**config.mk**
```make
export PLATFORM = sky130hd
export DESIGN_NAME = backplane_phy_mgmt_regs
export DESIGN_NICKNAME = d
export VERILOG_FILES = /design/src/phy_mgmt_pkg.sv /design/src/sat_counter.sv /design/src/backplane_phy_mgmt_regs.sv
export SDC_FILE = /design/constraint.sdc
export NUM_CORES = 1
export LEC_CHECK = 0
export ABC_AREA = 0
export ABC_CLOCK_PERIOD_IN_PS = 2600
export BUFFER_PORTS_ARGS = -buffer_cell sky130_fd_sc_hd__clkbuf_2
export CAP_MARGIN = 20
export CORE_AREA = 2 2 88 154
export DETAILED_ROUTE_END_ITERATION = 16
export DIE_AREA = 0 0 90 156
export GPL_ROUTABILITY_DRIVEN = 0
export PLACE_DENSITY = 0.79
export SKIP_CTS_REPAIR_TIMING = 1
export SLEW_MARGIN = 25
export SYNTH_ARGS = -nofsm -noshare
export SYNTH_HDL_FRONTEND = slang
export SYNTH_HIERARCHICAL = 1
export SYNTH_SLANG_ARGS = --single-unit
```
**constraint.sdc**
```tcl
create_clock -name mclk_i -period 2.6 [get_ports mclk_i]
set_clock_uncertainty 0.1 [all_clocks]
set_input_delay 0.26 -clock mclk_i [delete_from_list [all_inputs] [get_ports mclk_i]]
set_output_delay 0.26 -clock mclk_i [all_outputs]
set_load 0.02 [all_outputs]
```
**src/phy_mgmt_pkg.sv**
```systemverilog
// Purpose: shared constants for the backplane PHY management register bank
// Assumes: word addressed management bus, 32-bit data
// Notes: every offset and field position lives here; of the reset values only the AN control one does
package phy_mgmt_pkg;
	// word addresses
	localparam logic [7:0] SEQ_CTRL_ADDR = 8'hB0;
	localparam logic [7:0] SEQ_STAT_ADDR = 8'hB1;
	localparam logic [7:0] FEC_INJ_ADDR = 8'hB2;
	localparam logic [7:0] FEC_CORR_ADDR = 8'hB3;
	localparam logic [7:0] FEC_UNCORR_ADDR = 8'hB4;
	localparam logic [7:0] AN_CTRL_ADDR = 8'hC0;
	// sequencer control fields
	localparam int SEQ_RESET_BIT = 0;
	localparam int AN_TIMER_DIS_BIT = 1;
	localparam int LF_TIMER_DIS_BIT = 2;
	localparam int FORCE_LSB = 4;
	localparam int FORCE_MSB = 6;
	localparam int FEC_ABILITY_BIT = 16;
	localparam int FEC_ERR_IND_BIT = 17;
	localparam int FEC_REQ_BIT = 18;
	// sequencer status fields
	localparam int LINK_READY_BIT = 0;
	localparam int AN_TIMEOUT_BIT = 1;
	localparam int LT_TIMEOUT_BIT = 2;
	localparam int MODE_LSB = 8;
	localparam int MODE_MSB = 13;
	localparam int FEC_SUPPORT_BIT = 16;
	localparam int FEC_ERR_CAP_BIT = 17;
	// error injection fields
	localparam int INJ_TRANS_BIT = 0;
	localparam int INJ_BURST_BIT = 1;
	localparam int BURST_LEN_LSB = 2;
	localparam int BURST_LEN_MSB = 5;
	localparam int INJ_PULSE_BIT = 11;
	// auto-negotiation control fields
	localparam int AN_ENABLE_BIT = 0;
	localparam int AN_USER_BASE_BIT = 1;
	localparam int AN_USER_NEXT_BIT = 2;
	localparam int AN_RFAULT_BIT = 3;
	// writable masks and reset values
	localparam logic [31:0] SEQ_CTRL_MASK = 32'h0007_0076;
	localparam logic [31:0] FEC_INJ_MASK = 32'h0000_003F;
	localparam logic [31:0] AN_CTRL_MASK = 32'h0000_0007;
	localparam logic [31:0] AN_CTRL_RESET = 32'h0000_0001;
	// force mode codes
	localparam logic [2:0] FORCE_NONE = 3'h0;
	localparam logic [2:0] FORCE_GIGE = 3'h1;
	localparam logic [2:0] FORCE_10G = 3'h5;
	// one-hot pcs reconfiguration modes
	localparam logic [5:0] PCS_AN = 6'h01;
	localparam logic [5:0] PCS_LT = 6'h02;
	localparam logic [5:0] PCS_10G = 6'h04;
	localparam logic [5:0] PCS_GIGE = 6'h08;
	localparam logic [5:0] PCS_10G_FEC = 6'h20;
	// equaliser mode codes
	localparam logic [1:0] DFE_OFF = 2'h0;
	localparam logic [1:0] DFE_TRIGGERED = 2'h1;
	localparam logic [1:0] LINEAR_EQ_FROM_LT = 2'h0;
endpackage : phy_mgmt_pkg

```
**src/sat_counter.sv**
```systemverilog
// Purpose: saturating event counter cleared by a read
// Assumes: increment and clear come from the management clock domain
// Notes: an event in the clearing cycle is kept as a count of one
`timescale 1ns/1ps
module sat_counter #(
	parameter int WIDTH = 32
) (
	// clock and reset
	input wire logic clk_i,
	input wire logic rst_i,
	// control
	input wire logic inc_i,
	input wire logic clr_i,
	// value
	output logic [WIDTH-1:0] count_o
);
	logic [WIDTH-1:0] count_q;
	logic [WIDTH-1:0] count_d;

	initial begin
		if (WIDTH < 1) $error("sat_counter width must be positive");
	end

	// saturate instead of wrapping so a long soak never reports a small count
	always_comb begin
		count_d = count_q;
		if (clr_i) begin
			count_d = inc_i ? {{(WIDTH-1){1'b0}}, 1'b1} : '0;
		end else if (inc_i && (count_q != {WIDTH{1'b1}})) begin
			count_d = count_q + {{(WIDTH-1){1'b0}}, 1'b1};
		end
	end

	always_ff @(posedge clk_i or posedge rst_i) begin
		if (rst_i) count_q <= '0;
		else count_q <= count_d;
	end

	assign count_o = count_q;
endmodule : sat_counter

```
**src/backplane_phy_mgmt_regs.sv**
```systemverilog
// Purpose: management register bank of a backplane Ethernet PHY
// Assumes: word addressed bus with read/write strobes and waitrequest
// Notes: sequencer, FEC and auto-negotiation cores sit outside this block
`timescale 1ns/1ps
module backplane_phy_mgmt_regs #(
	parameter int ADDR_WIDTH = 8,
	parameter int DATA_WIDTH = 32,
	parameter int LINEAR_EQ_WIDTH = 4,
	parameter bit FEC_ABILITY_ON_RESET = 1'b1
) (
	// clock and reset
	input wire logic mclk_i,
	input wire logic arst_n_i,
	input wire logic mgmt_clk_reset_i,
	// management bus
	input wire logic [ADDR_WIDTH-1:0] mgmt_addr_i,
	input wire logic [DATA_WIDTH-1:0] mgmt_writedata_i,
	input wire logic mgmt_write_i,
	input wire logic mgmt_read_i,
	output logic [DATA_WIDTH-1:0] mgmt_readdata_o,
	output logic mgmt_waitrequest_o,
	// sequencer status from the core
	input wire logic link_ready_i,
	input wire logic an_timeout_i,
	input wire logic lt_timeout_i,
	input wire logic an_restart_i,
	input wire logic [5:0] pcs_mode_i,
	input wire logic fec_supported_i,
	input wire logic fec_err_ind_capable_i,
	input wire logic local_remote_fault_i,
	// FEC block events, one pulse per block
	input wire logic fec_block_corrected_i,
	input wire logic fec_block_uncorrected_i,
	// sequencer control to the core
	output logic seq_reset_o,
	output logic [2:0] seq_force_mode_o,
	output logic an_timer_disable_o,
	output logic link_fault_timer_disable_o,
	output logic fec_ability_o,
	output logic fec_err_ind_en_o,
	output logic fec_request_o,
	output logic speed_low_rate_o,
	// FEC error injection
	output logic inj_trans_en_o,
	output logic inj_burst_en_o,
	output logic [3:0] inj_burst_len_o,
	output logic inj_pulse_o,
	// auto-negotiation control
	output logic an_enable_o,
	output logic an_user_base_pages_o,
	output logic an_user_next_pages_o,
	// receive equalisation reconfiguration
	input wire logic eq_request_i,
	input wire logic dfe_enable_i,
	input wire logic [LINEAR_EQ_WIDTH-1:0] lt_linear_eq_i,
	input wire logic reconfig_in_progress_i,
	input wire logic rx_eq_done_i,
	input wire logic speed_select_low_rate_i,
	input wire logic auto_speed_detect_i,
	output logic rx_eq_feedback_start_req_o,
	output logic [1:0] rx_eq_feedback_mode_o,
	output logic linear_eq_start_req_o,
	output logic [1:0] linear_eq_mode_o,
	output logic [LINEAR_EQ_WIDTH-1:0] linear_eq_value_o,
	output logic eq_ready_o
);
	typedef enum logic [1:0] {
		EQ_IDLE = 2'b00,
		EQ_WAIT_BUSY = 2'b01,
		EQ_BUSY = 2'b11
	} eq_state_t;

	logic rst_meta_q;
	logic rst_q;
	logic rst_req;
	logic rst;
	logic busy_meta_q;
	logic busy_q;
	logic speed_meta_q;
	logic speed_q;
	logic done_meta_q;
	logic done_q;
	logic wr_ack_q;
	logic rd_ack_q;
	logic wr_fire;
	logic rd_fire;
	logic [31:0] seq_ctrl_q;
	logic [31:0] fec_inj_q;
	logic [31:0] an_ctrl_q;
	logic seq_reset_q;
	logic inj_pulse_q;
	logic an_timeout_q;
	logic [31:0] seq_stat;
	logic [31:0] corr_count;
	logic [31:0] uncorr_count;
	logic [31:0] rdata_d;
	logic [31:0] rdata_q;
	logic clr_corr;
	logic clr_uncorr;
	eq_state_t eq_state_q;
	eq_state_t eq_state_d;
	logic dfe_start_q;
	logic lin_start_q;
	logic [1:0] dfe_mode_q;
	logic [LINEAR_EQ_WIDTH-1:0] lin_value_q;

	initial begin
		if (ADDR_WIDTH != 8) $error("address width must be 8");
		if (DATA_WIDTH != 32) $error("data width must be 32");
		if (LINEAR_EQ_WIDTH != 4) $error("linear equaliser value is 4 bits");
	end

	// address compare used by both read and write paths
	function automatic logic hit(input logic [7:0] addr, input logic [7:0] target);
		hit = (addr == target);
	endfunction : hit

	// reset: pin reset and level reset assert at once; both release through two stages
	// so a level reset dropping near a clock edge cannot leave flops half released
	assign rst_req = ~arst_n_i | mgmt_clk_reset_i;
	always_ff @(posedge mclk_i or posedge rst_req) begin
		if (rst_req) begin
			rst_meta_q <= 1'b1;
			rst_q <= 1'b1;
		end else begin
			rst_meta_q <= 1'b0;
			rst_q <= rst_meta_q;
		end
	end
	assign rst = rst_q;

	// synchronise inputs driven from other clock domains
	always_ff @(posedge mclk_i or posedge rst) begin
		if (rst) begin
			busy_meta_q <= 1'b0;
			busy_q <= 1'b0;
			speed_meta_q <= 1'b0;
			speed_q <= 1'b0;
			done_meta_q <= 1'b0;
			done_q <= 1'b0;
		end else begin
			busy_meta_q <= reconfig_in_progress_i;
			busy_q <= busy_meta_q;
			speed_meta_q <= speed_select_low_rate_i;
			speed_q <= speed_meta_q;
			done_meta_q <= rx_eq_done_i;
			done_q <= done_meta_q;
		end
	end

	// one wait cycle per access; the master must hold the request meanwhile
	assign wr_fire = mgmt_write_i & ~wr_ack_q;
	assign rd_fire = mgmt_read_i & ~mgmt_write_i & ~rd_ack_q;
	assign mgmt_waitrequest_o = wr_fire | rd_fire;

	always_ff @(posedge mclk_i or posedge rst) begin
		if (rst) begin
			wr_ack_q <= 1'b0;
			rd_ack_q <= 1'b0;
		end else begin
			wr_ack_q <= wr_fire;
			rd_ack_q <= rd_fire;
		end
	end

	// sequencer control: masked so reserved bits never store
	always_ff @(posedge mclk_i or posedge rst) begin
		if (rst) begin
			seq_ctrl_q <= 32'h0000_0000;
			seq_ctrl_q[phy_mgmt_pkg::FEC_ABILITY_BIT] <= FEC_ABILITY_ON_RESET;
		end else if (wr_fire && hit(mgmt_addr_i, phy_mgmt_pkg::SEQ_CTRL_ADDR)) begin
			seq_ctrl_q <= mgmt_writedata_i & phy_mgmt_pkg::SEQ_CTRL_MASK;
		end
	end

	// self-clearing sequencer reset pulse
	always_ff @(posedge mclk_i or posedge rst) begin
		if (rst) seq_reset_q <= 1'b0;
		else seq_reset_q <= wr_fire && hit(mgmt_addr_i, phy_mgmt_pkg::SEQ_CTRL_ADDR)
			&& mgmt_writedata_i[phy_mgmt_pkg::SEQ_RESET_BIT];
	end

	// force mode is latched only at a sequencer reset so it cannot glitch a run
	always_ff @(posedge mclk_i or posedge rst) begin
		if (rst) seq_force_mode_o <= phy_mgmt_pkg::FORCE_NONE;
		else if (seq_reset_q) seq_force_mode_o <=
			seq_ctrl_q[phy_mgmt_pkg::FORCE_MSB:phy_mgmt_pkg::FORCE_LSB];
	end

	assign seq_reset_o = seq_reset_q;
	assign an_timer_disable_o = seq_ctrl_q[phy_mgmt_pkg::AN_TIMER_DIS_BIT];
	assign link_fault_timer_disable_o = seq_ctrl_q[phy_mgmt_pkg::LF_TIMER_DIS_BIT];
	assign fec_ability_o = seq_ctrl_q[phy_mgmt_pkg::FEC_ABILITY_BIT];
	assign fec_err_ind_en_o = seq_ctrl_q[phy_mgmt_pkg::FEC_ERR_IND_BIT];
	assign fec_request_o = seq_ctrl_q[phy_mgmt_pkg::FEC_REQ_BIT];

	// pin speed select only matters when the sequencer is not detecting speed
	always_ff @(posedge mclk_i or posedge rst) begin
		if (rst) speed_low_rate_o <= 1'b0;
		else if (!auto_speed_detect_i) speed_low_rate_o <= speed_q;
	end

	// latched AN timeout; a new timeout wins over the restart clear
	always_ff @(posedge mclk_i or posedge rst) begin
		if (rst) an_timeout_q <= 1'b0;
		else if (an_timeout_i) an_timeout_q <= 1'b1;
		else if (an_restart_i) an_timeout_q <= 1'b0;
	end

	// status word assembly
	always_comb begin
		seq_stat = 32'h0000_0000;
		seq_stat[phy_mgmt_pkg::LINK_READY_BIT] = link_ready_i;
		seq_stat[phy_mgmt_pkg::AN_TIMEOUT_BIT] = an_timeout_q;
		seq_stat[phy_mgmt_pkg::LT_TIMEOUT_BIT] = lt_timeout_i;
		seq_stat[phy_mgmt_pkg::MODE_MSB:phy_mgmt_pkg::MODE_LSB] = pcs_mode_i;
		seq_stat[phy_mgmt_pkg::FEC_SUPPORT_BIT] = fec_supported_i;
		seq_stat[phy_mgmt_pkg::FEC_ERR_CAP_BIT] = fec_err_ind_capable_i;
	end

	// error injection settings
	always_ff @(posedge mclk_i or posedge rst) begin
		if (rst) fec_inj_q <= 32'h0000_0000;
		else if (wr_fire && hit(mgmt_addr_i, phy_mgmt_pkg::FEC_INJ_ADDR))
			fec_inj_q <= mgmt_writedata_i & phy_mgmt_pkg::FEC_INJ_MASK;
	end

	// injection pulse lasts one cycle per write of a one
	always_ff @(posedge mclk_i or posedge rst) begin
		if (rst) inj_pulse_q <= 1'b0;
		else inj_pulse_q <= wr_fire && hit(mgmt_addr_i, phy_mgmt_pkg::FEC_INJ_ADDR)
			&& mgmt_writedata_i[phy_mgmt_pkg::INJ_PULSE_BIT];
	end

	assign inj_trans_en_o = fec_inj_q[phy_mgmt_pkg::INJ_TRANS_BIT];
	assign inj_burst_en_o = fec_inj_q[phy_mgmt_pkg::INJ_BURST_BIT];
	assign inj_burst_len_o = fec_inj_q[phy_mgmt_pkg::BURST_LEN_MSB:phy_mgmt_pkg::BURST_LEN_LSB];
	assign inj_pulse_o = inj_pulse_q;

	// block counters cleared by the read that returns them
	assign clr_corr = rd_fire && hit(mgmt_addr_i, phy_mgmt_pkg::FEC_CORR_ADDR);
	assign clr_uncorr = rd_fire && hit(mgmt_addr_i, phy_mgmt_pkg::FEC_UNCORR_ADDR);

	sat_counter #(.WIDTH(32)) u_corr (
		.clk_i(mclk_i),
		.rst_i(rst),
		.inc_i(fec_block_corrected_i),
		.clr_i(clr_corr),
		.count_o(corr_count)
	);

	sat_counter #(.WIDTH(32)) u_uncorr (
		.clk_i(mclk_i),
		.rst_i(rst),
		.inc_i(fec_block_uncorrected_i),
		.clr_i(clr_uncorr),
		.count_o(uncorr_count)
	);

	// auto-negotiation control, enable comes up set
	always_ff @(posedge mclk_i or posedge rst) begin
		if (rst) an_ctrl_q <= phy_mgmt_pkg::AN_CTRL_RESET;
		else if (wr_fire && hit(mgmt_addr_i, phy_mgmt_pkg::AN_CTRL_ADDR))
			an_ctrl_q <= mgmt_writedata_i & phy_mgmt_pkg::AN_CTRL_MASK;
	end

	assign an_enable_o = an_ctrl_q[phy_mgmt_pkg::AN_ENABLE_BIT];
	assign an_user_base_pages_o = an_ctrl_q[phy_mgmt_pkg::AN_USER_BASE_BIT];
	assign an_user_next_pages_o = an_ctrl_q[phy_mgmt_pkg::AN_USER_NEXT_BIT];

	// read multiplexer; unmapped addresses answer zero
	always_comb begin
		rdata_d = 32'h0000_0000;
		case (mgmt_addr_i)
			phy_mgmt_pkg::SEQ_CTRL_ADDR: rdata_d = seq_ctrl_q;
			phy_mgmt_pkg::SEQ_STAT_ADDR: rdata_d = seq_stat;
			phy_mgmt_pkg::FEC_INJ_ADDR: rdata_d = fec_inj_q;
			phy_mgmt_pkg::FEC_CORR_ADDR: rdata_d = corr_count;
			phy_mgmt_pkg::FEC_UNCORR_ADDR: rdata_d = uncorr_count;
			phy_mgmt_pkg::AN_CTRL_ADDR: begin
				rdata_d = an_ctrl_q;
				rdata_d[phy_mgmt_pkg::AN_RFAULT_BIT] = local_remote_fault_i;
			end
			default: rdata_d = 32'h0000_0000;
		endcase
	end

	// read data captured in the wait cycle, valid when waitrequest drops
	always_ff @(posedge mclk_i or posedge rst) begin
		if (rst) rdata_q <= 32'h0000_0000;
		else if (rd_fire) rdata_q <= rdata_d;
	end
	assign mgmt_readdata_o = rdata_q;

	// equaliser request sequencer: idle, wait for busy rise, wait for busy fall
	always_comb begin
		eq_state_d = eq_state_q;
		case (eq_state_q)
			EQ_IDLE: if (eq_request_i && done_q) eq_state_d = EQ_WAIT_BUSY;
			EQ_WAIT_BUSY: if (busy_q) eq_state_d = EQ_BUSY;
			EQ_BUSY: if (!busy_q) eq_state_d = EQ_IDLE;
			default: eq_state_d = EQ_IDLE;
		endcase
	end

	always_ff @(posedge mclk_i or posedge rst) begin
		if (rst) eq_state_q <= EQ_IDLE;
		else eq_state_q <= eq_state_d;
	end

	// start pulses and values; values only move in idle so they hold until busy falls
	always_ff @(posedge mclk_i or posedge rst) begin
		if (rst) begin
			dfe_start_q <= 1'b0;
			lin_start_q <= 1'b0;
			dfe_mode_q <= phy_mgmt_pkg::DFE_OFF;
			lin_value_q <= '0;
		end else begin
			dfe_start_q <= 1'b0;
			lin_start_q <= 1'b0;
			if (eq_state_q == EQ_IDLE && eq_request_i && done_q) begin
				dfe_start_q <= dfe_enable_i;
				lin_start_q <= ~dfe_enable_i;
				dfe_mode_q <= dfe_enable_i ? phy_mgmt_pkg::DFE_TRIGGERED
					: phy_mgmt_pkg::DFE_OFF;
				lin_value_q <= lt_linear_eq_i;
			end
		end
	end

	assign rx_eq_feedback_start_req_o = dfe_start_q;
	assign rx_eq_feedback_mode_o = dfe_mode_q;
	assign linear_eq_start_req_o = lin_start_q;
	assign linear_eq_mode_o = phy_mgmt_pkg::LINEAR_EQ_FROM_LT;
	assign linear_eq_value_o = lin_value_q;
	assign eq_ready_o = (eq_state_q == EQ_IDLE) & done_q;
endmodule : backplane_phy_mgmt_regs

```
==> metrics list, run 1 <==
- After the last flow step, the layout net total stands at 902.
- Tightest Pin Transition: 0.768 ns
- Number of optimization iterations in the first detailed-route pass: 6
- Synthesis instantiated 59 different standard cells from the library.
- Counting along the longest clock path gives a buffer depth of 2.
* Largest fanout on the critical path: 11
- Die Footprint: 0.0140 mm²
* Data required time of the critical path: 2.85 ns
- Critical path buffer and inverter count: 0
- Setup violations remaining at the end of the flow were counted as 0.
- Biggest area contributors in the synthesized netlist: sky130_fd_sc_hd__dfrtp_1, sky130_fd_sc_hd__a21oi_1, sky130_fd_sc_hd__o21ai_0
- IO Pins: 134
- Mean Syn Cell Area: 10.1 µm²
- Crit-path most repeated cell: sky130_fd_sc_hd__or4_1
* Critical path launch point type: flop
- The critical path goes through ha_1, nand3_1, or4_1, a211o_1, or4_1, nand2_1.
- Max cap viols: 0
- The run finished with clean final reports.
- The initialized floorplan defines 55 standard-cell rows.
- #FFs+latches synth: 139
- After clock tree synthesis, the clock-pin slew on the worst setup and hold paths is 0.06 ns.
- Setup repair after global routing left no endpoint under its margin.
- Hold_ws: 0.00208 ns
- The synthesized design spends more area on one cell type than any other, namely sky130_fd_sc_hd__dfrtp_1.
- Of the synthesized area, sequential elements account for 0.494.
* Global-route usage over all layers: 0.286
- The number of clock buffers added by TritonCTS is 17.
- Number of cells in the finished layout apart from fillers: 1013
- Total wire length after detailed routing: 20.2 mm
* Antenna cell count: 0
- Largest net degree at the start of global routing: 60
* Slowest stage cell on the critical path: sky130_fd_sc_hd__or4_1
- Number of clock sinks: 139
* Top FF cell, synth: sky130_fd_sc_hd__dfrtp_1
* Warning count from the yosys run: 6
- The routed layout has 6511 vias.
- In this run the remaining antenna-violating nets after routing total 0.
- Initial DRC Count: 636
* DP Cell Count: 964
- Number of hold-slack violations in the final timing report: 0
* Worst Setup End Kind: flop
- TritonCTS built the clock tree.
* Arrival @ worst endpoint: 2.73 ns
- H-tree level count: 4
- Dividing the final minimum period by the clock period gives 0.952.
- Fill cell count: 1011
- After technology mapping, the gate count stands at 695.
- In this design, the stage delay of the slowest critical-path cell is 0.59 ns.
- Critical path type: flop to flop
- From left edge to right edge, the die measures 90 µm.
- Number of global-route vias before repair: 6197
- The total overflow left after global routing is 0.
- Antenna violations before repair: 0
* DRC viols: 0
- Initial standard-cell utilization of the core: 0.550
- Relative to the synthesized area, the layout overhead comes to 23.1%.
* Highest clock rate: 404 MHz
- In this run the standard cell core region covers 0.0128 mm².
- The tree is rooted in a sky130_fd_sc_hd__clkbuf_16.
* Total negative setup slack: 0 ns
- Of all flip-flops after synthesis, the portion carrying an async set or reset was 1.00.
- Latest clock arrival within the worst-skew pair: 0.41 ns
* First-pass GRT wire length: 31.9 mm
- For the finished layout, the period the worst path requires is 2.48 ns.
- For this design the ratio of total power to cell area is 685 mW/mm².
- Headroom to the max-slew limit: 0.484
- Among cell families on the critical path, the largest total delay comes from simple AND/OR/NAND/NOR gates.
- Post-Syn Area: 0.00704 mm²
- After detailed routing, the average wire length per cell comes to 20.0 µm.
- The path class of the tightest hold or removal check is primary input to flop.
* Number of buffers inserted by port buffering: 109
* Peak supply drop: 0.000409 V
- Die Span Y: 156 µm
- Pins over their slew limit: 0
- The synthesized design contains 0 enable-type register cells.
- Of the cells placed in the final design, the portion with a size suffix greater than 1 is 0.271.
- The share of synthesized area in the top cell type comes to 0.480.
- Detailed placement finished with a half-perimeter wire length of 14.4 mm.
* Via-per-instance ratio: 6.43
* Static leakage: 3.87 nW
==> layout by cell type, fill, tap and decap left out, types with 4 or more instances in the layout <==
cell	instances
sky130_fd_sc_hd__buf_4	34
sky130_fd_sc_hd__xor2_1	4
sky130_fd_sc_hd__a21oi_1	50
sky130_fd_sc_hd__nor4_1	8
sky130_fd_sc_hd__nor2b_1	5
sky130_fd_sc_hd__dfstp_2	4
sky130_fd_sc_hd__and2_1	6
sky130_fd_sc_hd__nor2_1	51
sky130_fd_sc_hd__mux2_2	16
sky130_fd_sc_hd__clkbuf_2	109
sky130_fd_sc_hd__o31ai_1	20
sky130_fd_sc_hd__nand3_1	24
sky130_fd_sc_hd__o21ai_0	45
sky130_fd_sc_hd__dfrtp_1	135
sky130_fd_sc_hd__dlygate4sd3_1	18
sky130_fd_sc_hd__nand2b_1	6
sky130_fd_sc_hd__a22oi_1	10
sky130_fd_sc_hd__bufinv_16	4
sky130_fd_sc_hd__and4_1	8
sky130_fd_sc_hd__a2bb2oi_1	4
sky130_fd_sc_hd__mux2i_1	4
sky130_fd_sc_hd__nand4_1	22
sky130_fd_sc_hd__a22o_1	10
sky130_fd_sc_hd__o2bb2ai_1	6
sky130_fd_sc_hd__conb_1	4
sky130_fd_sc_hd__mux2_4	14
sky130_fd_sc_hd__clkbuf_16	17
sky130_fd_sc_hd__nand2_1	37
sky130_fd_sc_hd__nor3_1	10
sky130_fd_sc_hd__or4_1	25
sky130_fd_sc_hd__a221oi_1	17
sky130_fd_sc_hd__clkinv_4	4
sky130_fd_sc_hd__or3_1	30
sky130_fd_sc_hd__inv_1	20
==> per-stage QoR <==
stage | total power [W] | util | area [µm²] | worst slack, ns
after floorplan | 0.00306 | - | 7060 | 0.281
after global placement | 0.00333 | 0.615 | 7870 | 0.203
after detailed placement | 0.00338 | 0.615 | 7870 | 0.165
after CTS | 0.00593 | 0.663 | 8490 | 0.148
after global routing | 0.00615 | 0.677 | 8670 | 0.00568
final | 0.00594 | 0.677 | 8670 | 0.124
==> cell families (layout without fill, tap and decap cells) <==
family | Yosys count | in the layout | share of synthesized area
flip-flops | 139 | 139 | 0.494
AO/OA/AOI/OAI | 185 | 185 | 0.174
adder cells (fa/ha/maj) | 2 | 2 | 0.00355
XOR/XNOR | 4 | 4 | 0.00497
buffers and inverters | 70 | 214 | 0.0435
other | 1 | 4 | 0.000532
AND/OR/NAND/NOR | 258 | 258 | 0.211
multiplexers | 36 | 36 | 0.0675
==> worst paths after layout <==
path / depth (start not counted) / to / from / slack (ns)
worst max-delay path: 6 / u_uncorr/count_o[26] / u_uncorr/count_o[1] / 0.12
worst min register to register: 1 / mgmt_readdata_o[25] / rst / 0.13
worst max register to register: 6 / u_uncorr/count_o[26] / u_uncorr/count_o[1] / 0.12
worst min-delay path: 3 / linear_eq_start_req_o / eq_request_i / 0.002
min in group asynchronous: 1 / mgmt_readdata_o[25] / rst / 0.13
max in group asynchronous: 4 / rst / mgmt_clk_reset_i / 1.48
==> worst min-delay path: stages <==
cell	delay, ns
sky130_fd_sc_hd__clkbuf_2	0.08
sky130_fd_sc_hd__nand2_1	0.08
sky130_fd_sc_hd__nor4_1	0.05
==> Yosys cell counts (all sizes together) (8+ instances only) <==
master and instances:
inv 21, or4 28, a21oi 50, clkbuf 31
nor2 51, dfrtp 135, nor4 8, a22oi 10
o31ai 20, nand4 24, a221oi 17, o21ai 45
or3 30, a22o 10, buf 18, nand3 24
nor3 12, mux2 30, nand2 37, and4 8
==> flip-flops by register name, indices dropped and copies added, names as in the netlist, 2 cells and up <==
register and cells:
an_ctrl_q 3, eq_state_q 2, fec_inj_q 6, linear_eq_value_o 4, mgmt_readdata_o 32, seq_ctrl_q 8, seq_force_mode_o 3, u_corr/count_o 32
u_uncorr/count_o 32
==> report_power, final <==
group	internal, W	leakage (nW)	switching [W]	total [W]
Combinational	0.000332	1.76	0.000466	0.000797
Clock	0.00161	0.305	0.000936	0.00255
Sequential	0.00237	1.80	0.000225	0.00259
==> layout make-up <==
cell class	count	area [µm²]	share of cell area
Sequential cell	139	3480	0.402
Multi-Input combinational cell	489	3270	0.377
Timing Repair Buffer	162	1000	0.115
Clock buffer	18	429	0.0495
Tap cell	171	214	0.0247
Clock inverter	13	191	0.0221
Inverter	21	78.8	0.00909
==> per-layer routing <==
layer  up-vias  share of wire  global-route usage
li1       2895              -                   -
met1      3188           0.38               0.332
met2       347           0.50               0.484
met3        81          0.058              0.0536
met4         0          0.062               0.183
met5         -              0                   0
No activity file was read; power rests on OpenSTA's default activity.
==> run 2: changes to the inputs <==
Settings changed: ABC_CLOCK_PERIOD_IN_PS 2600 to 2200, CAP_MARGIN 20 to not set, CORE_AREA 2 2 88 154 to 2 2 104 181, DIE_AREA 0 0 90 156 to 0 0 106 183, PLACE_DENSITY 0.79 to not set.
Clock period 2.6 ns to 2.2 ns, I/O delays scaled along.
==> run 2 against run 1 <==
  * The run now ends with negative setup slack left
  * Hold slack worse by 0.00067 ns
  * Combinational power up 54%
  * Core utilization down 14 points
  * Clock power up 9.8%
  * Register-to-register slack worse by 0.14 ns
  * Sequential share of layout area down 3.9 points
  * Die area up 38%
==> metrics list, run 2 (same netlist as run 1, synthesis figures left out) <==
* Status: complete, but fails checks
* Violated checks: negative setup slack
- Highest-count cells in the layout ignoring fill and taps: sky130_fd_sc_hd__dfrtp_1, sky130_fd_sc_hd__buf_4, sky130_fd_sc_hd__clkbuf_2, sky130_fd_sc_hd__nor2_1, sky130_fd_sc_hd__a21oi_1
- The data required time of the worst path is 2.46 ns (-0.39 ns).
- The count of antenna-violating nets left after detailed routing was 0 (unchanged).
* Critical path launch point type: flop
- Total wire length after detailed routing: 22.1 mm (+9.1%)
- Area growth, synth to finish: 36.4%
- Total via count in the routed design: 6659 (+2.3%)
* Headroom to the max-slew limit: 0.568 (+0.0841)
- Power density relative to cell area: 729 mW/mm² (+6.4%)
- The wire length of the first global-routing pass came to 33.9 mm (+6.1%).
- Antenna violations before repair: 0 (unchanged)
- The share of the cycle needed by the critical path after routing is 1.01 (+0.0545).
* Fill cell count: 1588 (+57%)
- Die width: 106 µm (+18%)
- Number of hold-slack violations in the final timing report: 0 (unchanged)
* Clock transition at the registers of the reported paths: 0.06 ns (about the same)
- The global router's overall resource usage is 0.224 (-0.0613).
- Post-layout net count: 996 (+10%)
- The post-DP HPWL was 16.3 mm (+13%).
- Most common library cell in the layout ignoring fill and taps: sky130_fd_sc_hd__dfrtp_1
- The number of DRC violations after detailed-routing iteration 0 came to 491 (-23%).
* Row count: 65 (+18%)
* Number of clock sinks: 139 (unchanged)
- The maximum resistive drop on vdd is 0.000469 V (+15%).
- Number of buffers inserted by port buffering: 109 (unchanged)
* Arrival @ worst endpoint: 2.48 ns (-0.25 ns)
* TritonCTS Buffers: 17 (unchanged)
* H-tree level count: 4 (unchanged)
* Static leakage: 4.34 nW (+12%)
- The number of max-cap violations was 0 (unchanged).
- The clock period minus worst slack was 2.22 ns (-0.261 ns).
* DRC viols: 0 (unchanged)
- Final setup violation count: 5 (+5)
- The die footprint came to 0.0194 mm² (+38%).
- Total negative setup slack: -0.0319 ns (-0.0319 ns)
- Clock tree from TritonCTS: done
- Latest clock arrival within the worst-skew pair: 0.42 ns (about the same)
- The worst setup path is captured at a flop.
* Post-Place Setup Slack: -0.0897 ns (-0.255 ns)
* Clock Tree Root: sky130_fd_sc_hd__clkbuf_16
* Tightest Pin Transition: 0.647 ns (-0.122 ns)
- IO Pins: 134 (unchanged)
* Largest net degree at the start of global routing: 33 (-45%)
- Design Power: 0.00700 W (+18%)
- Type of the worst min-delay path: primary input to flop
- Setup repair after global routing could not meet its margin everywhere.
* Via-per-instance ratio: 5.69 (-12%)
- Initial standard-cell utilization of the core: 0.392 (-0.158)
* Antenna cell count: 0 (unchanged)
- The slack of the critical path was -0.0151 ns (-0.139 ns).
- The buffer levels on the longest clock path was 2 (unchanged).
* Number of global-route vias before repair: 6471 (+4.4%)
- Number of optimization iterations in the first detailed-route pass: 5 (-1)
- The core outline area is 0.0180 mm² (+40%).
* Die Span Y: 183 µm (+17%)
- The layout cell share with drive strength beyond 1 came to 0.370 (+0.0995).
- Critical path type: flop to flop
- Core Util, Final: 0.535 (-0.143)
- The post-detailed-route wirelength per cell is 18.8 µm (-5.7%).
- Highest clock rate: 451 MHz (+12%)
- The number of max-slew violations in the final report came to 0 (unchanged).
- Sum of overflow across all layers after global routing: 0 (unchanged)
- Largest fanout on the critical path: 6 (-5)
run 2: cell types whose count changed in the layout (fill, tap and decap cells not counted), moves of 6 or more:
| cell | previous run | this run |
|---|---|---|
| sky130_fd_sc_hd__buf_6 | 0 | 6 |
| sky130_fd_sc_hd__buf_4 | 34 | 115 |
| sky130_fd_sc_hd__clkinvlp_4 | 0 | 6 |
| sky130_fd_sc_hd__a21oi_2 | 0 | 7 |
| sky130_fd_sc_hd__dlygate4sd3_1 | 18 | 25 |
| sky130_fd_sc_hd__a21oi_1 | 50 | 43 |
run 2: layout make-up:
class | instances | area [µm²] | share of cell area
clock buffers | 18 | 439 | 0.0457
well taps | 234 | 293 | 0.0305
multi-input cells | 489 | 3430 | 0.357
flip-flops and latches | 139 | 3490 | 0.363
clock inverters | 14 | 134 | 0.0139
inverters | 21 | 82.6 | 0.00859
repair buffers | 256 | 1750 | 0.182
run 2: final timing paths:
path	from	end	slack, ns	cells past startpoint
worst max-delay path	u_corr/count_o[7]	u_corr/count_o[26]	-0.02	5
worst min-delay path	eq_request_i	eq_state_q[0]	0.001	3
worst max register to register	u_corr/count_o[7]	u_corr/count_o[26]	-0.02	5
worst min register to register	done_meta_q	done_q	0.25	0
max in group asynchronous	rst	an_ctrl_q[0]	1.11	2
min in group asynchronous	rst	mgmt_readdata_o[21]	0.27	1
run 2: stage by stage:
stage / instances / instance area, µm² / hold slack [ns]
3_5_place_dp: 1102 / 8530 / 0.232
2_1_floorplan: 698 / 7090 / 0.125
3_3_place_gp: 1102 / 8530 / 0.234
5_1_grt: 1171 / 9610 / 0.0278
4_1_cts: 1134 / 9100 / -0.202
6_report: 1171 / 9610 / 0.00141
run 2: power breakdown:
| group | leakage, nW | switching [W] | internal, W |
|---|---|---|---|
| combinational | 2.27 | 0.000679 | 0.000555 |
| sequential | 1.80 | 0.000170 | 0.00280 |
| clock | 0.267 | 0.00119 | 0.00160 |
run 2: metal layers:
layer	share of wire	global-route usage
met5	0	0
met3	0.051	0.0409
met1	0.38	0.256
met4	0.046	0.115
met2	0.52	0.397
run 2: critical path, cell delays in order (launching register included):
cell and delay (ns):
sky130_fd_sc_hd__dfrtp_1 0.35, sky130_fd_sc_hd__nand4_1 0.23, sky130_fd_sc_hd__or4_4 0.57, sky130_fd_sc_hd__a211o_4 0.35, sky130_fd_sc_hd__or4_1 0.47, sky130_fd_sc_hd__nand2_1 0.07
==> run 3: changes to the inputs <==
--- a/config.mk
+++ b/config.mk
@@ -7,5 +7,5 @@
 export LEC_CHECK = 0
 export ABC_AREA = 0
-export ABC_CLOCK_PERIOD_IN_PS = 2200
+export ABC_CLOCK_PERIOD_IN_PS = 2000
 export BUFFER_PORTS_ARGS = -buffer_cell sky130_fd_sc_hd__clkbuf_2
 export CORE_AREA = 2 2 104 181
==> constraint.sdc (replaced) <==
create_clock -name mclk_i -period 2 [get_ports mclk_i]
set_clock_uncertainty 0.1 [all_clocks]
set_input_delay 0.2 -clock mclk_i [delete_from_list [all_inputs] [get_ports mclk_i]]
set_output_delay 0.2 -clock mclk_i [all_outputs]
set_load 0.005 [all_outputs]
==> run 3 against run 2 <==
  * The flow finishes with violations (negative hold slack, negative setup slack)
  * Critical path depth up 1
  * Sequential power up 11%
  * Combinational power up 12%
  * Hold slack worse by 0.038 ns
  * Routed wire length up 8.1%
  * Largest power group unchanged
==> metrics list, run 3 (same netlist as run 1, synthesis figures left out) <==
* Status: complete, but fails checks
- Violated checks: negative hold slack, negative setup slack
* Critical path launch point type: flop
- The share of the cycle needed by the critical path after routing was 1.08 (+0.0734).
- The routed via count is 6971 (+4.7%).
* Total negative setup slack: -3.31 ns (-3.27 ns)
* Critical R2R Launch: u_uncorr/count_o[0]
- Number of global-route vias before repair: 6853 (+5.9%)
- Die width: 106 µm (unchanged)
* Hold_ws: -0.0365 ns (-0.0379 ns)
* Post-DP HPWL: 16.9 mm (+3.6%)
* Dpl cell area: 0.00889 mm² (+4.3%)
- DP Cell Count: 1136 (+3.1%)
- Number of hold-slack violations in the final timing report: 1 (+1)
- Switching Power: 0.00225 W (+10%)
- The clock transition at the registers of the reported paths was 0.07 ns (about the same).
- Worst setup margin: -0.161 ns (-0.145 ns)
* Core ar.: 0.0180 mm² (unchanged)
- Number of optimization iterations in the first detailed-route pass: 7 (+2)
- STA classifies the critical path endpoint as a flop.
- Most common library cell in the layout ignoring fill and taps: sky130_fd_sc_hd__buf_4
* H-tree level count: 4 (unchanged)
* Proportion of power drawn by the clock network: 0.395 (-0.005)
* Multi-input logic area: 0.00380 mm² (+11%)
* Clock Tree Root: sky130_fd_sc_hd__clkbuf_16
- Peak supply drop: 0.000498 V (+6.3%)
* Hold wc startpoint: eq_request_i
- IO Pins: 134 (unchanged)
- Die Footprint: 0.0194 mm² (unchanged)
- Highest-count cells in the layout ignoring fill and taps: sky130_fd_sc_hd__buf_4, sky130_fd_sc_hd__dfrtp_1, sky130_fd_sc_hd__clkbuf_2, sky130_fd_sc_hd__nor2_1, sky130_fd_sc_hd__o21ai_0
- P_int: 0.00546 W (+10%)
* Post-route ant nets: 0 (unchanged)
- Buffer levels on the longest clock path: 2 (unchanged)
- The clock latency on the worst-skew pair came to 0.43 ns (about the same).
* Number of buffers inserted by port buffering: 109 (unchanged)
* Row count: 65 (unchanged)
- Arrival @ worst endpoint: 2.42 ns (-0.06 ns)
- The number of vias per cell was 5.72 (+0.56%).
- Antenna cell count: 0 (unchanged)
- Headroom to the max-slew limit: 0.534 (-0.0336)
- The area of all placed cells without fillers is 0.0104 mm² (+8.0%).
- TritonCTS built the clock tree.
* Fill cell count: 1530 (-3.7%)
* Global-route usage over all layers: 0.230 (+0.00564)
- The floorplan die height came to 183 µm (unchanged).
* Post-Place Setup Slack: -0.156 ns (-0.0667 ns)
- The largest fanout on the critical path came to 5 (-1).
- The number of sinks driven by the clock tree is 139 (unchanged).
- Largest net degree at the start of global routing: 34 (+3.0%)
* DRC viols: 0 (unchanged)
- The wire length of the first global-routing pass is 34.9 mm (+2.9%).
* Initial standard-cell utilization of the core: 0.392 (unchanged)
- Highest clock rate: 463 MHz (+2.5%)
- TritonCTS Buffers: 17 (unchanged)
* Number of cells in the finished layout apart from fillers: 1219 (+4.1%)
- Final setup violation count: 48 (+43)
- Area growth, synth to finish: 47.4%
- Sum of overflow across all layers after global routing: 0 (unchanged)
- Routed wirelength normalized by instance count: 19.6 µm (+3.9%)
- Post-layout net count: 1044 (+4.8%)
- The ratio of total power to cell area is 743 mW/mm² (+2.0%).
- The overall routed net length was 23.8 mm (+8.1%).
* Antenna violations before repair: 0 (unchanged)
- The portion of total power attributed to sequential cells is 0.426 (+0.002).
* Type of the worst min-delay path: primary input to flop
- Sequential cell area in the final layout: 0.00349 mm² (unchanged)
* Proportion of power drawn by combinational gates: 0.179 (+0.003)
- Pins over their slew limit: 0 (unchanged)
- Share of cells above drive strength 1: 0.453 (+0.0825)
* Critical path type: flop to flop
- Tightest Pin Transition: 0.696 ns (+0.0495 ns)
- The fraction of power spent switching nets came to 0.292 (about the same).
- The number of DRC violations after detailed-routing iteration 0 came to 530 (+7.9%).
* First element of the critical path: u_uncorr/count_o[0]
- Static leakage: 4.76 nW (+9.8%)
- Setup repair after global routing could not meet its margin everywhere.
- Max cap viols: 0 (unchanged)
- Minimum clock period: 2.16 ns (-0.0546 ns)
* Data required time of the critical path: 2.26 ns (-0.20 ns)
==> run 3: cell count changes in the layout (fill, tap and decap cells not counted), sizes merged <==
cell | previous run | this run
clkbuf | 127 | 128
buf | 122 | 166
clkinv | 2 | 3
inv | 26 | 29
a41o | 2 | 3
clkinvlp | 6 | 3
a211o | 4 | 6
bufinv | 1 | 0
==> run 3: worst max-delay path: stages, from the launching register on <==
cell and delay, ns:
sky130_fd_sc_hd__dfrtp_1 0.37, sky130_fd_sc_hd__ha_2 0.22, sky130_fd_sc_hd__nand3_4 0.09, sky130_fd_sc_hd__or4_4 0.46
sky130_fd_sc_hd__a211o_4 0.32, sky130_fd_sc_hd__or3_1 0.41, sky130_fd_sc_hd__a21oi_2 0.14
==> run 3: final timing paths <==
path	slack [ns]	cells past startpoint	to
max	-0.16	6	u_uncorr/count_o[24]
max reg2reg	-0.16	6	u_uncorr/count_o[24]
min reg2reg	0.25	1	seq_ctrl_q[1]
min in group asynchronous	0.25	1	seq_ctrl_q[1]
max in group asynchronous	0.96	4	rst
min	-0.04	3	eq_state_q[0]
==> run 3: stage by stage <==
step / power, W / hold WS (ns) / utilization
after floorplan: 0.00386 / 0.105 / -
after global placement: 0.00441 / 0.212 / 0.495
after detailed placement: 0.00447 / 0.212 / 0.495
after CTS: 0.00754 / -0.238 / 0.526
after global routing: 0.00804 / 0.0128 / 0.578
final: 0.00772 / -0.0365 / 0.578
==> run 3: final cells by class <==
type | instances | area share
multi-input combinational | 492 | 0.366
sequential | 139 | 0.336
timing repair buffer | 301 | 0.208
clock buffer | 18 | 0.0423
tap | 234 | 0.0282
clock inverter | 14 | 0.0119
inverter | 21 | 0.00795
==> run 3: power by group through the flow <==
stage	registers [W]	clock network [W]	logic (W)
final	0.00329	0.00305	0.00138
after global routing	0.00332	0.00323	0.00150
after CTS	0.00326	0.00311	0.00117
after detailed placement	0.00331	0	0.00116
after global placement	0.00329	0	0.00113
after floorplan	0.00334	0	0.000516
==> run 3: routing by layer <==
layer  part of all wire  wire, µm  track usage
met2               0.52     12400        0.409
met5                  0         0            0
met4              0.056      1330        0.142
met1               0.38      9150        0.256
met3              0.041       983       0.0334
